===== src/common/cbc_pkg.sv =====
// Shared constants and types for the processor bus, clock and reset pin block
// How it works
// RQ1 - Shared 32-bit bus carries addresses and data
// RQ2 - 5-bit bus carries command or data tag
// RQ3 - Agent valid marks its driven words
// RQ4 - Processor valid marks exactly its driven words
// RQ5 - Agent raises request to use interface
// RQ6 - Processor raises request when it needs bus
// RQ7 - Protocol error: request toggles, interface halts
// RQ8 - Ownership output high while processor controls
// RQ9 - Agent accept only when request can proceed
// RQ10 - Interrupt levels visible as cause bits 14:10
// RQ11 - Non-maskable interrupt is never masked
// RQ12 - Cold reset initialises everything, asynchronously
// RQ13 - Warm reset raises exception, keeps state
// RQ14 - Interface clock output follows reference clock
// RQ15 - Deskew clock driven out and returned in
// RQ16 - Unused scan clock held low outside
// RQ17 - Two-bit ratio select decodes base ratios
// RQ18 - Three-bit code 010 gives 2:5:2, fast only
// RQ19 - Board loops deskew out to in shortest
// RQ20 - Ratio select pins are static straps
package cbc_pkg;
    localparam int AD_W    = 32;
    localparam int CMD_W   = 5;
    localparam int INT_W   = 5;
    localparam int CAUSE_LSB = 10;   // Interrupt levels sit at cause bits 14:10
    localparam int SEL_W   = 3;
    localparam int MULT_W  = 3;
    localparam int DIV_W   = 2;

    // Gray-coded bus ownership states
    typedef enum logic [1:0] {
        CBC_IDLE = 2'b00,
        CBC_REQ  = 2'b01,
        CBC_OWN  = 2'b11,
        CBC_HANG = 2'b10
    } cbc_state_t;

    // Reset values of pin outputs
    localparam logic [AD_W-1:0]  AD_RST  = 32'h0000_0000;
    localparam logic [CMD_W-1:0] CMD_RST = 5'h00;
endpackage : cbc_pkg


===== src/common/cbc_clk_if.sv =====
// Status carried from the clock generator to the bus logic
`timescale 1ns/1ps
interface cbc_clk_if;
    logic tick;      // One cycle per internal interface clock period
    logic locked;    // Returned deskew clock matches the driven one
    logic ratio_ok;  // Captured ratio code is legal for this grade
    modport gen (output tick, output locked, output ratio_ok);
    modport use_side (input tick, input locked, input ratio_ok);
endinterface : cbc_clk_if


===== src/cbc_clkgen.sv =====
// Interface clock, deskew loop and ratio strap decode
`timescale 1ns/1ps
module cbc_clkgen
    import cbc_pkg::*;
#(
    parameter bit FAST_GRADE = 1'b1,  // Fastest speed grade allows code 00 instead of 01 on the narrow select, and also code 010 on the wide one
    parameter bit WIDE_SEL   = 1'b0   // Three-bit ratio select variant
) (
    input  wire logic             clock,          // Reference clock
    input  wire logic             reset_n,        // Cold reset, active low
    input  wire logic [SEL_W-1:0] ratio_select,   // Ratio strap pins
    input  wire logic             deskew_clk_in,  // Returned deskew clock
    output logic                  iface_clock,    // Interface clock pin
    output logic                  deskew_clk_out, // Deskew clock pin
    output logic [MULT_W-1:0]     pipe_mult,      // Pipeline side of ratio
    output logic [DIV_W-1:0]      ref_div,        // Reference side of ratio
    cbc_clk_if.gen                ck              // Status to bus logic
);
    logic              tgl_q;
    logic              cap_q;
    logic [2:0]        dsk_q;
    logic [1:0]        out_hist_q;
    logic [MULT_W-1:0] mult_d;
    logic [DIV_W-1:0]  div_d;
    logic              ok_d;
    logic [SEL_W-1:0]  code;

    // Narrow variant ignores the top strap bit
    assign code = WIDE_SEL ? ratio_select : {1'b0, ratio_select[1:0]};

    // Ratio decode; reserved codes report as not ok
    always_comb begin
        mult_d = 3'h2;
        div_d  = 2'h1;
        ok_d   = 1'b1;
        if (!WIDE_SEL) begin
            case (code[1:0])
                2'b00: begin mult_d = 3'h4; ok_d = FAST_GRADE; end  // RQ17
                2'b01: begin mult_d = 3'h3; div_d = 2'h2; ok_d = !FAST_GRADE; end
                2'b10: mult_d = 3'h2;                                // RQ17
                2'b11: mult_d = 3'h3;                                // RQ17
                default: ok_d = 1'b0;
            endcase
        end else begin
            case (code)
                3'b000: mult_d = 3'h5;
                3'b001: mult_d = 3'h6;
                3'b010: begin mult_d = 3'h5; div_d = 2'h2; ok_d = FAST_GRADE; end  // RQ18
                3'b011: mult_d = 3'h3;
                3'b100: mult_d = 3'h4;
                3'b110: mult_d = 3'h2;
                3'b111: mult_d = 3'h3;
                default: ok_d = 1'b0;
            endcase
        end
    end

    // Strap caught once after reset release; later pin changes are ignored
    always_ff @(posedge clock or negedge reset_n) begin
        if (!reset_n) begin
            cap_q       <= 1'b0;
            pipe_mult   <= 3'h0;
            ref_div     <= 2'h0;
            ck.ratio_ok <= 1'b0;
        end else if (!cap_q) begin
            cap_q       <= 1'b1;            // RQ20
            pipe_mult   <= mult_d;
            ref_div     <= div_d;
            ck.ratio_ok <= ok_d;
        end
    end

    // Interface clock toggles on every rising reference edge, phase tied to it
    always_ff @(posedge clock or negedge reset_n) begin
        if (!reset_n) begin
            tgl_q          <= 1'b0;
            iface_clock    <= 1'b0;
            deskew_clk_out <= 1'b0;
            ck.tick        <= 1'b0;
        end else begin
            tgl_q          <= !tgl_q;       // RQ14
            iface_clock    <= !tgl_q;       // RQ14
            deskew_clk_out <= !tgl_q;       // RQ15
            ck.tick        <= !tgl_q;
        end
    end

    // Returned clock is synchronised, then compared with what was sent
    always_ff @(posedge clock or negedge reset_n) begin
        if (!reset_n) begin
            dsk_q      <= 3'h0;
            out_hist_q <= 2'h0;
            ck.locked  <= 1'b0;
        end else begin
            dsk_q      <= {dsk_q[1:0], deskew_clk_in};     // RQ15
            out_hist_q <= {out_hist_q[0], deskew_clk_out};
            ck.locked  <= (dsk_q[1] == out_hist_q[1]) && (dsk_q[2] != dsk_q[1]);
        end
    end
endmodule : cbc_clkgen


===== src/cbc_top.sv =====
// Processor system interface pins: bus handshakes, interrupts, resets and clocks
`timescale 1ns/1ps
module cbc_top
    import cbc_pkg::*;
#(
    parameter bit FAST_GRADE = 1'b1,  // Fastest speed grade
    parameter bit WIDE_SEL   = 1'b0   // Three-bit ratio select variant
) (
    input  wire logic             clock,             // Reference input clock
    input  wire logic             reset_n,           // Cold reset, asynchronous
    input  wire logic             warm_reset_n,      // Warm reset pin
    input  wire logic [SEL_W-1:0] ratio_select,      // Ratio straps
    input  wire logic             deskew_clk_in,     // Returned deskew clock
    output logic                  iface_clock,       // Interface clock pin
    output logic                  deskew_clk_out,    // Deskew clock pin
    output logic [MULT_W-1:0]     pipe_mult,         // Pipeline ratio term
    output logic [DIV_W-1:0]      ref_div,           // Reference ratio term
    output logic                  ratio_bad_q,       // Reserved ratio code seen
    input  wire logic [AD_W-1:0]  ad_in,             // Address/data bus in
    output logic [AD_W-1:0]       ad_out_q,          // Address/data bus out
    output logic                  ad_oe_q,           // Address/data drive enable
    input  wire logic [CMD_W-1:0] cmd_in,            // Command bus in
    output logic [CMD_W-1:0]      cmd_out_q,         // Command bus out
    output logic                  cmd_oe_q,          // Command drive enable
    input  wire logic             agent_drive_valid, // Agent drives valid word
    input  wire logic             agent_bus_request, // Agent wants the bus
    input  wire logic             agent_accept_ok,   // Agent can take request
    output logic                  cpu_drive_valid_q, // Processor word valid
    output logic                  cpu_bus_request_q, // Processor request
    output logic                  cpu_owns_bus_q,    // Processor is master
    output logic                  protocol_error_q,  // Interface hung
    input  wire logic [INT_W-1:0] int_req,           // Interrupt pins
    input  wire logic [INT_W-1:0] int_mask,          // Enables from core
    input  wire logic             nmi_req,           // Non-maskable interrupt pin
    output logic [INT_W-1:0]      cause_ip_q,        // Cause bits 14:10
    output logic                  int_pending_q,     // Unmasked interrupt level
    output logic                  nmi_event_q,       // NMI edge pulse
    output logic                  reset_exc_q,       // Warm reset exception pulse
    input  wire logic             tx_valid,          // Core has word to send
    input  wire logic [AD_W-1:0]  tx_word,           // Word to send
    input  wire logic [CMD_W-1:0] tx_cmd,            // Command or data tag
    input  wire logic             tx_last,           // Final word of transfer
    output logic                  tx_take_q,         // Word taken pulse
    output logic                  rx_valid_q,        // Word received pulse
    output logic [AD_W-1:0]       rx_word_q,         // Received word
    output logic [CMD_W-1:0]      rx_cmd_q           // Received command or tag
);
    cbc_clk_if ck ();

    cbc_clkgen #(
        .FAST_GRADE (FAST_GRADE),
        .WIDE_SEL   (WIDE_SEL)
    ) u_clkgen (
        .clock          (clock),
        .reset_n        (reset_n),
        .ratio_select   (ratio_select),
        .deskew_clk_in  (deskew_clk_in),
        .iface_clock    (iface_clock),
        .deskew_clk_out (deskew_clk_out),
        .pipe_mult      (pipe_mult),
        .ref_div        (ref_div),
        .ck             (ck)
    );

    // Two-flop synchronisers for the bus, command, interrupt, NMI, warm reset and agent handshake pins; stage one feeds stage two only
    localparam int SW = AD_W + CMD_W + INT_W + 5;
    logic [SW-1:0] s1_q;
    logic [SW-1:0] s2_q;
    logic [SW-1:0] pins;
    assign pins = {ad_in, cmd_in, int_req, nmi_req, warm_reset_n,
                   agent_drive_valid, agent_bus_request, agent_accept_ok};
    always_ff @(posedge clock or negedge reset_n) begin
        if (!reset_n) begin
            s1_q <= '0;                                                // RQ12
            s2_q <= '0;
        end else begin
            s1_q <= pins;
            s2_q <= s1_q;
        end
    end

    // Named views of synchronised pins
    logic [AD_W-1:0]  ad_s;
    logic [CMD_W-1:0] cmd_s;
    logic [INT_W-1:0] int_s;
    logic             nmi_s;
    logic             warm_s;
    logic             agent_drive_valid_s;
    logic             agent_bus_request_s;
    logic             eok_s;
    assign {ad_s, cmd_s, int_s, nmi_s, warm_s, agent_drive_valid_s, agent_bus_request_s, eok_s} = s2_q;

    // Interrupts, NMI and warm reset; NMI ignores the mask entirely
    logic nmi_q;
    logic warm_q;
    always_ff @(posedge clock or negedge reset_n) begin
        if (!reset_n) begin
            nmi_q         <= 1'b0;
            warm_q        <= 1'b0;    // Same as the synchroniser, so no false exception after cold reset
            cause_ip_q    <= '0;
            int_pending_q <= 1'b0;
            nmi_event_q   <= 1'b0;
            reset_exc_q   <= 1'b0;
        end else begin
            nmi_q         <= nmi_s;
            warm_q        <= warm_s;
            cause_ip_q    <= int_s;                   // RQ10
            int_pending_q <= |(int_s & int_mask);
            nmi_event_q   <= nmi_s && !nmi_q;         // RQ11
            reset_exc_q   <= warm_q && !warm_s;       // RQ13
        end
    end

    // Bus ownership decode
    cbc_state_t st_q;
    logic       last_q;
    logic       run;
    logic       grant;
    logic       bad_drive;
    assign run       = ck.locked && ck.ratio_ok;
    assign grant     = eok_s && !agent_bus_request_s;                              // RQ9
    assign bad_drive = agent_drive_valid_s && (st_q == CBC_OWN);                  // RQ7

    // Ownership machine; steps happen on interface clock ticks, except the jump to CBC_HANG on a bad drive
    always_ff @(posedge clock or negedge reset_n) begin
        if (!reset_n) begin
            st_q   <= CBC_IDLE;
            last_q <= 1'b0;
        end else if (bad_drive) begin
            st_q   <= CBC_HANG;                                        // RQ7
        end else if (ck.tick) begin
            case (st_q)
                CBC_IDLE: if (tx_valid && run) begin
                    st_q <= CBC_REQ;                                   // RQ6
                end
                CBC_REQ:  if (grant) begin
                    st_q <= CBC_OWN;
                end
                CBC_OWN:  if (last_q) begin
                    st_q   <= CBC_IDLE;
                    last_q <= 1'b0;
                end else if (tx_valid) begin
                    last_q <= tx_last;
                end
                CBC_HANG: st_q <= CBC_HANG;                            // Only cold reset leaves
                default:  st_q <= CBC_IDLE;
            endcase
        end
    end

    // Pin drivers follow the state; a hung interface only toggles its request
    logic drive;
    assign drive = ck.tick && (st_q == CBC_OWN) && !last_q && tx_valid && !bad_drive;
    always_ff @(posedge clock or negedge reset_n) begin
        if (!reset_n) begin
            cpu_bus_request_q <= 1'b0;
            cpu_owns_bus_q    <= 1'b0;
            protocol_error_q  <= 1'b0;
            ratio_bad_q       <= 1'b0;
        end else begin
            ratio_bad_q      <= !ck.ratio_ok;
            protocol_error_q <= protocol_error_q || bad_drive;
            cpu_owns_bus_q   <= (st_q == CBC_OWN) && !bad_drive &&
                                !(ck.tick && last_q);                  // RQ8
            if (st_q == CBC_HANG) begin
                cpu_bus_request_q <= cpu_bus_request_q ^ ck.tick;      // RQ7
            end else begin
                cpu_bus_request_q <= (st_q == CBC_REQ) && !(ck.tick && grant); // RQ6
            end
        end
    end

    // Word drive and capture
    always_ff @(posedge clock or negedge reset_n) begin
        if (!reset_n) begin
            ad_out_q          <= AD_RST;
            cmd_out_q         <= CMD_RST;
            ad_oe_q           <= 1'b0;
            cmd_oe_q          <= 1'b0;
            cpu_drive_valid_q <= 1'b0;
            tx_take_q         <= 1'b0;
            rx_valid_q        <= 1'b0;
            rx_word_q         <= AD_RST;
            rx_cmd_q          <= CMD_RST;
        end else begin
            tx_take_q  <= drive;
            rx_valid_q <= ck.tick && agent_drive_valid_s && (st_q != CBC_OWN) && (st_q != CBC_HANG); // RQ3
            if (ck.tick && agent_drive_valid_s) begin
                rx_word_q <= ad_s;
                rx_cmd_q  <= cmd_s;
            end
            if (drive) begin
                ad_out_q  <= tx_word;                                  // RQ1
                cmd_out_q <= tx_cmd;                                   // RQ2
            end
            if (ck.tick || bad_drive) begin
                cpu_drive_valid_q <= drive;                            // RQ4
                ad_oe_q           <= (st_q == CBC_OWN) && !last_q && !bad_drive;  // RQ1
                cmd_oe_q          <= (st_q == CBC_OWN) && !last_q && !bad_drive;  // RQ2
            end
        end
    end
endmodule : cbc_top


===== config.mk =====
export PLATFORM = sky130hd
export DESIGN_NAME = cbc_top
export DESIGN_NICKNAME = d
export VERILOG_FILES = /design/src/common/cbc_pkg.sv /design/src/common/cbc_clk_if.sv /design/src/cbc_clkgen.sv /design/src/cbc_top.sv
export SDC_FILE = /design/constraint.sdc
export NUM_CORES = 1
export LEC_CHECK = 0
export BUFFER_PORTS_ARGS = -buffer_cell sky130_fd_sc_hd__buf_2
export CAP_MARGIN = 20
export CORE_ASPECT_RATIO = 0.7
export CORE_UTILIZATION = 45
export DETAILED_ROUTE_END_ITERATION = 12
export PLACE_DENSITY = 0.7
export SETUP_SLACK_MARGIN = 0.02
export SLEW_MARGIN = 30
export SYNTH_ARGS = -nofsm -noshare
export SYNTH_HDL_FRONTEND = slang
export SYNTH_HIERARCHICAL = 1
export SYNTH_SLANG_ARGS = --single-unit

===== constraint.sdc =====
create_clock -name clock -period 2 [get_ports clock]
set_input_delay 0.3 -clock clock [delete_from_list [all_inputs] [get_ports clock]]
set_output_delay 0.3 -clock clock [all_outputs]
set_load 0.005 [all_outputs]

==> impl_results.md, run 1 <==
- #FFs+latches synth: between 200 and 250
- Vias in the first global route: slightly below 4000
- Dpl hpwl: 8140 um
- Syn Inst Count: between 300 and 400
- RSZ-0062 raised after global routing: no
- Tcrit/Tclk final: 0.897
- Top Ports: approximately 200
- Initial core utilization: 0.460
- First-pass GRT wire length: approximately 19000 um
- Static Leakage: 4.30 nW
- Yosys top cell area share: 0.792
- Crit Path Category: reg2reg
- Area grow syn2layout: 38.8%
- Period minus WS final: ~1.8 ns
- Post-route ant nets: 0
- Die height: about 100 um
- Port bufs: 193
- Core area: 0.0139 mm2
- Worst Tran Pin Value: 0.520 ns
- Layout fillers: 1013
- Hold Path Cell Cnt: 2
- Final setup TNS: 0 ns
- Max Root-Sink Buffers: 3
- HP Class: in2reg
- Total power: roughly 11 mW
- Drt wl/cell: around 15 um
- Final Skew: around 0.019 ns
- Endpoints failing hold: 0
- CTS tree: done
- Critical path endpoint category: register
- Slew HR: 0.653
- Worst r2r path cells: 5
- Synth warn: 6
- Vias/cell: between 4 and 5
- Syn Area/Cell: about 18 um2
- DRT iter0 DRCs: 94
- Initial antenna violation count: 0
- Critical Path AT: around 2.2 ns
- Sequential area share after synthesis: 0.792
- Cell taking the most area after synthesis: dfrtp_1
- Clock buffers created by TritonCTS: 20
- # H-tree levels: 1
- Post-CTS setup repair buffer count: 0
- Register area: ~0.0051 mm2
- Startpoint class of the critical path: register
- Die width: 144 um
- Max Freq: 0.557 GHz
- Layout cells sized above 1: 0.494
- Largest net degree at the start of global routing: 63
- Max Cap Viol: 0
- Overall routing resource usage: 0.167
- Site row count: 36
- Peak supply drop: approximately 0.67 mV
- TritonRoute pass-1 iters: 4
- DP Cell Count: 729
- CP Data Required Time: 2.35 ns
- Crit-path max FO: 39
- Status: finished, final reports clean
- GRT overflow: 0
- Nets: about 710
- Fin. max-slew vios: 0
- Root buffer cell: clkbuf_16
- Synth area leaders: dfrtp_1 (79%), mux2_2 (11%), mux2_1 (1.9%), ha_1 (0.98%), buf_4 (0.71%)
- Clock latency on the worst-skew pair: between 0.4 and 0.5 ns
- RePlAce Congestion: roughly 0.74
- Post-Syn Nets: between 400 and 500
- Clock slew at reported path FFs: 0.06 ns
- CTS sink count: 202
- Multi-input gate area: around 0.0012 mm2
- N_diodes: 0
- Mapped Area: 0.00638 mm2
- Die footprint: 0.0147 mm2
- Remaining DRCs: 0
- Routed vias: roughly 3700
- Yosys cell types: 34
- Reg2Reg Setup Slack: slightly above 0.2 ns
- Final setup viols: 0
- Final cell count without fillers: ~800
- Power per cell area: about 1200 mW/mm2
- Routed WL: 12100 um
worst max-delay path: stages (launching register included):
cell      delay [ns]
dfrtp_1         0.39
ha_2            0.27
nand3b_2        0.13
nor3b_4         0.24
buf_12          0.25
mux2_1          0.36
layout make-up:
type,count,area share
tap,190,0.0268
timing repair buffer,253,0.182
sequential,202,0.571
multi-input combinational,127,0.137
clock inverter,6,0.0103
inverter,6,0.00254
clock buffer,30,0.0709
state kept, by name, indices dropped and copies added (netlist names), 3 cells and up:
register,flops
cmd_out_q,5
ad_out_q,32
rx_cmd_q,5
u_clkgen/pipe_mult,3
rx_word_q,32
s2_q,47
cause_ip_q,5
s1_q,47
u_clkgen/dsk_q,3
stage by stage:
step,cell area (um2),setup slack [ns],utilization,hold WS (ns)
after floorplan,6380,0.279,-,0.00441
after global placement,7650,0.228,0.551,0.309
after detailed placement,7650,0.155,0.551,0.323
after CTS,8860,0.134,0.638,0.0128
after global routing,8860,0.0790,0.639,0.0225
final,8860,0.206,0.639,0.0406
path summary, 6_finish.rpt:
check / to / startpoint
min reg2reg: s2_q[38] / s1_q[38]
max: ad_out_q[20] / st_q[1]
min: u_clkgen/ref_div[0] / ratio_select[0]
max reg2reg: ad_out_q[20] / st_q[1]
min in group asynchronous: u_clkgen/pipe_mult[2] / reset_n
max in group asynchronous: u_clkgen/ref_div[1] / reset_n
metal layers:
metal | vias to the layer above | routed length, um | GRT usage
met3 | 15 | 1020 | 0.0563
met4 | 0 | 131 | 0.0291
met1 | 1869 | 5120 | 0.213
met2 | 144 | 5830 | 0.284
li1 | 1688 | - | -
met5 | - | 0 | 0
placed cells by master, fill, tap and decap left out, types with 4 or more instances in the layout:
| master | count |
|---|---|
| ha_1 | 4 |
| buf_2 | 192 |
| dlygate4sd3_1 | 49 |
| clkbuf_8 | 10 |
| dfrtp_1 | 202 |
| inv_1 | 6 |
| nand2_1 | 4 |
| buf_12 | 5 |
| nand2b_1 | 5 |
| mux2_1 | 11 |
| clkbuf_16 | 20 |
| buf_4 | 6 |
| nor2_1 | 4 |
| mux2_2 | 64 |
cells by family (layout without fill, tap and decap cells):
kind of cell,after synthesis,after routing,synth area share
mux,77,77,0.135
fa+ha+maj,5,5,0.00980
compound gates,15,15,0.0161
buf+inv,19,295,0.0186
other cells,1,1,0.000587
flops,202,202,0.792
simple gates,29,29,0.0276
report_power, final:
| group | switching, mW | internal, mW | total [mW] |
|---|---|---|---|
| sequential | 0.331 | 4.71 | 5.04 |
| clock | 1.48 | 2.43 | 3.91 |
| combinational | 0.721 | 0.991 | 1.71 |
what timing repair did:
action / 4_1_cts / 5_1_grt
resized for setup: 0 / 1
endpoints found under the hold margin: 104 / 0
setup endpoints to repair: 0 / 1
hold buffers: 49 / 0
Yosys cell counts:
library cell / instances
dfrtp_1: 202
mux2_2: 64
mux2_1: 11
buf_4: 6
inv_1: 6
buf_2: 5
ha_1: 5
nand2_1: 5
nand2b_1: 5
nor2_1: 4
a21oi_1: 3
nand3b_1: 3
nor2b_1: 3
o21ai_0: 3
a21o_1: 2
mux2i_1: 2
nor3_1: 2
a221oi_1: 1
a222oi_1: 1
a22o_1: 1
a22oi_1: 1
and2_1: 1
and3_1: 1
buf_6: 1
buf_8: 1
conb_1: 1
nand3_1: 1
nand3b_2: 1
nand4_1: 1
nor3b_4: 1
o21bai_1: 1
o221ai_1: 1
o22ai_1: 1
or2_2: 1
Power figures use the tool's default switching activity.
==> run 2: changes to the inputs <==
==> constraint.sdc (replaced) <==
create_clock -name clock -period 2 [get_ports clock]
set_input_delay 0.1 -clock clock [delete_from_list [all_inputs] [get_ports clock]]
set_output_delay 0.1 -clock clock [all_outputs]
set_load 0.005 [all_outputs]
==> impl_results.md, run 2 (synthesis gave the netlist of run 1 again) <==
- Final Skew: approximately 0.005 ns
- Vias/cell: about 4.5
- Internal cell power: about 8.2 mW
- CP most frequent cell: dlygate4sd3_1
- Max Cap Viol: 0
- Die footprint: about 0.015 mm2
- CP cell instances: a22oi_1 > dlygate4sd3_1 > nand2_1 > dlygate4sd3_1
- Hold Path Cell Cnt: 3
- First-pass GRT wire length: slightly below 20000 um
- Dpl hpwl: a little under 8000 um
- R2r endpoint: int_pending_q
- # H-tree levels: 1
- Hold Crit Start: tx_valid
- Multi-input gate area: about 0.0012 mm2
- Clock buffers created by TritonCTS: 20
- Startpoint class of the critical path: register
- Crit Path Category: reg2reg
- Clock latency on the worst-skew pair: roughly 0.47 ns
- Final Cell Area: a little over 0.009 mm2
- Layout fillers: between 900 and 1000
- Layout cells sized above 1: 0.450
- Routed vias: 3871
- Final setup viols: 0
- Vias in the first global route: ~4000
- Worst r2r src: s2_q[6]
- Core area: ~0.014 mm2
- Root buffer cell: clkbuf_16
- N_diodes: 0
- RSZ-0062 raised after global routing: no
- Final cell count without fillers: between 800 and 900
- Static Leakage: ~4.5 nW
- Utilization after layout: 0.668
- Post-DP Area: roughly 0.0076 mm2
- Port bufs: between 150 and 200
- Most frequent cells in the layout: dfrtp_1 (202), buf_2 (192), dlygate4sd3_1 (94), mux2_2 (64), clkbuf_16 (21)
- DP Cell Count: slightly above 700
- Fin. max-slew vios: 0
- Status: finished, final reports clean
- Reg2Reg Setup Slack: between 0.1 and 0.15 ns
- Endpoints failing hold: 0
- Worst r2r path cells: 4
- Post-route ant nets: 0
- Nets: approximately 750
- Combinational share of power: 0.167
- Power per cell area: 1160 mW/mm2
- Switching power: 2.53 mW
- Overall routing resource usage: 0.173
- Max Freq: about 0.53 GHz
- GRT overflow: 0
- Largest net degree at the start of global routing: 56
- Site row count: 36
- Hold Crit Endpoint: cpu_drive_valid_q
- Slowest stage delay, CP: between 0.5 and 0.6 ns
- Peak supply drop: around 0.73 mV
- Register area: 0.00505 mm2
- DRT iter0 DRCs: 80
- Critical path endpoint category: register
- CTS sink count: about 200
- Initial antenna violation count: 0
- TritonRoute pass-1 iters: 4
- Clock slew at reported path FFs: roughly 0.06 ns
- Largest regs: s1_q x47, s2_q x47
- Crit-path max FO: 2
- Switch share: 0.236
- Period minus WS final: 1.90 ns
- Seq pwr share: 0.468
- Max Root-Sink Buffers: 3
- # resized after CTS: 0
- Drt wl/cell: 15.2 um
- Final setup TNS: 0 ns
- CP bufs+invs: 2
- Remaining DRCs: 0
- DP Worst Slack: roughly 0.14 ns
- CP Data Required Time: roughly 2.4 ns
- Setup WS post-layout: 0.103 ns
- Area grow syn2layout: 45.1%
- Commonest non-fill, non-tap cell in the layout: dfrtp_1
- Critical Path AT: around 2.3 ns
- Initial core utilization: 0.460
- Family with the most delay on the worst path: buffers and inverters
- Clock power frac: 0.365
- Routed WL: roughly 13000 um
- Tcrit/Tclk final: 0.948
- Die width: 144 um
- Top Ports: about 200
- RePlAce Congestion: 0.744
- CTS tree: done
- Slowest CP cell: dlygate4sd3_1
- Die height: 102 um
- HP Class: in2reg
==> run 2: area by class of cell <==
type,count,share of cell area
flip-flops and latches,202,0.546
clock buffers,29,0.0643
repair buffers,294,0.219
inverters,6,0.00243
clock inverters,6,0.0118
multi-input cells,127,0.131
well taps,190,0.0257
==> run 2: how the worst max path moves through the flow <==
stage | startpoint | endpoint | slack (ns) | cells past startpoint
after global routing | s2_q[7] | int_pending_q | 0.03 | 4
after floorplan | st_q[1] | ad_out_q[13] | 0.28 | 6
final | s2_q[6] | int_pending_q | 0.10 | 4
after global placement | st_q[1] | ad_out_q[24] | 0.22 | 5
after CTS | st_q[1] | ad_out_q[6] | 0.13 | 5
after detailed placement | st_q[1] | ad_out_q[6] | 0.14 | 5
==> run 2: stage by stage <==
| stage | power, mW | hold WS [ns] |
|---|---|---|
| after floorplan | 5.88 | -0.196 |
| after global placement | 6.65 | 0.0859 |
| after detailed placement | 6.76 | 0.0900 |
| after CTS | 10.9 | 0.0652 |
| after global routing | 11.3 | 0.0811 |
| final | 10.7 | 0.0876 |
==> run 2: tightest hold or removal path, cell delays in order <==
cell	delay (ns)
buf_2	0.12
nor3b_4	0.16
o21bai_1	0.14
==> run 2: timing repair <==
action | in CTS | in global routing
buffers inserted | 0 | 0
endpoints found under the setup margin | 0 | 0
hold buffers | 94 | 0
endpoints found under the hold margin | 224 | 0
==> run 2: per-layer routing <==
metal	up-vias	GRT usage	wire, um
li1	1777	-	-
met1	1920	0.205	5330
met2	148	0.300	6330
met3	26	0.0596	1090
met4	0	0.0526	262
met5	-	0	0
==> run 2: power by group through the flow <==
stage,Clock (mW),Sequential [mW],Combinational [mW]
4_1_cts,4.02,5.03,1.81
5_1_grt,4.19,5.10,1.99
3_3_place_gp,0,5.07,1.58
3_5_place_dp,0,5.10,1.66
6_report,3.92,5.03,1.79
2_1_floorplan,0,5.10,0.778
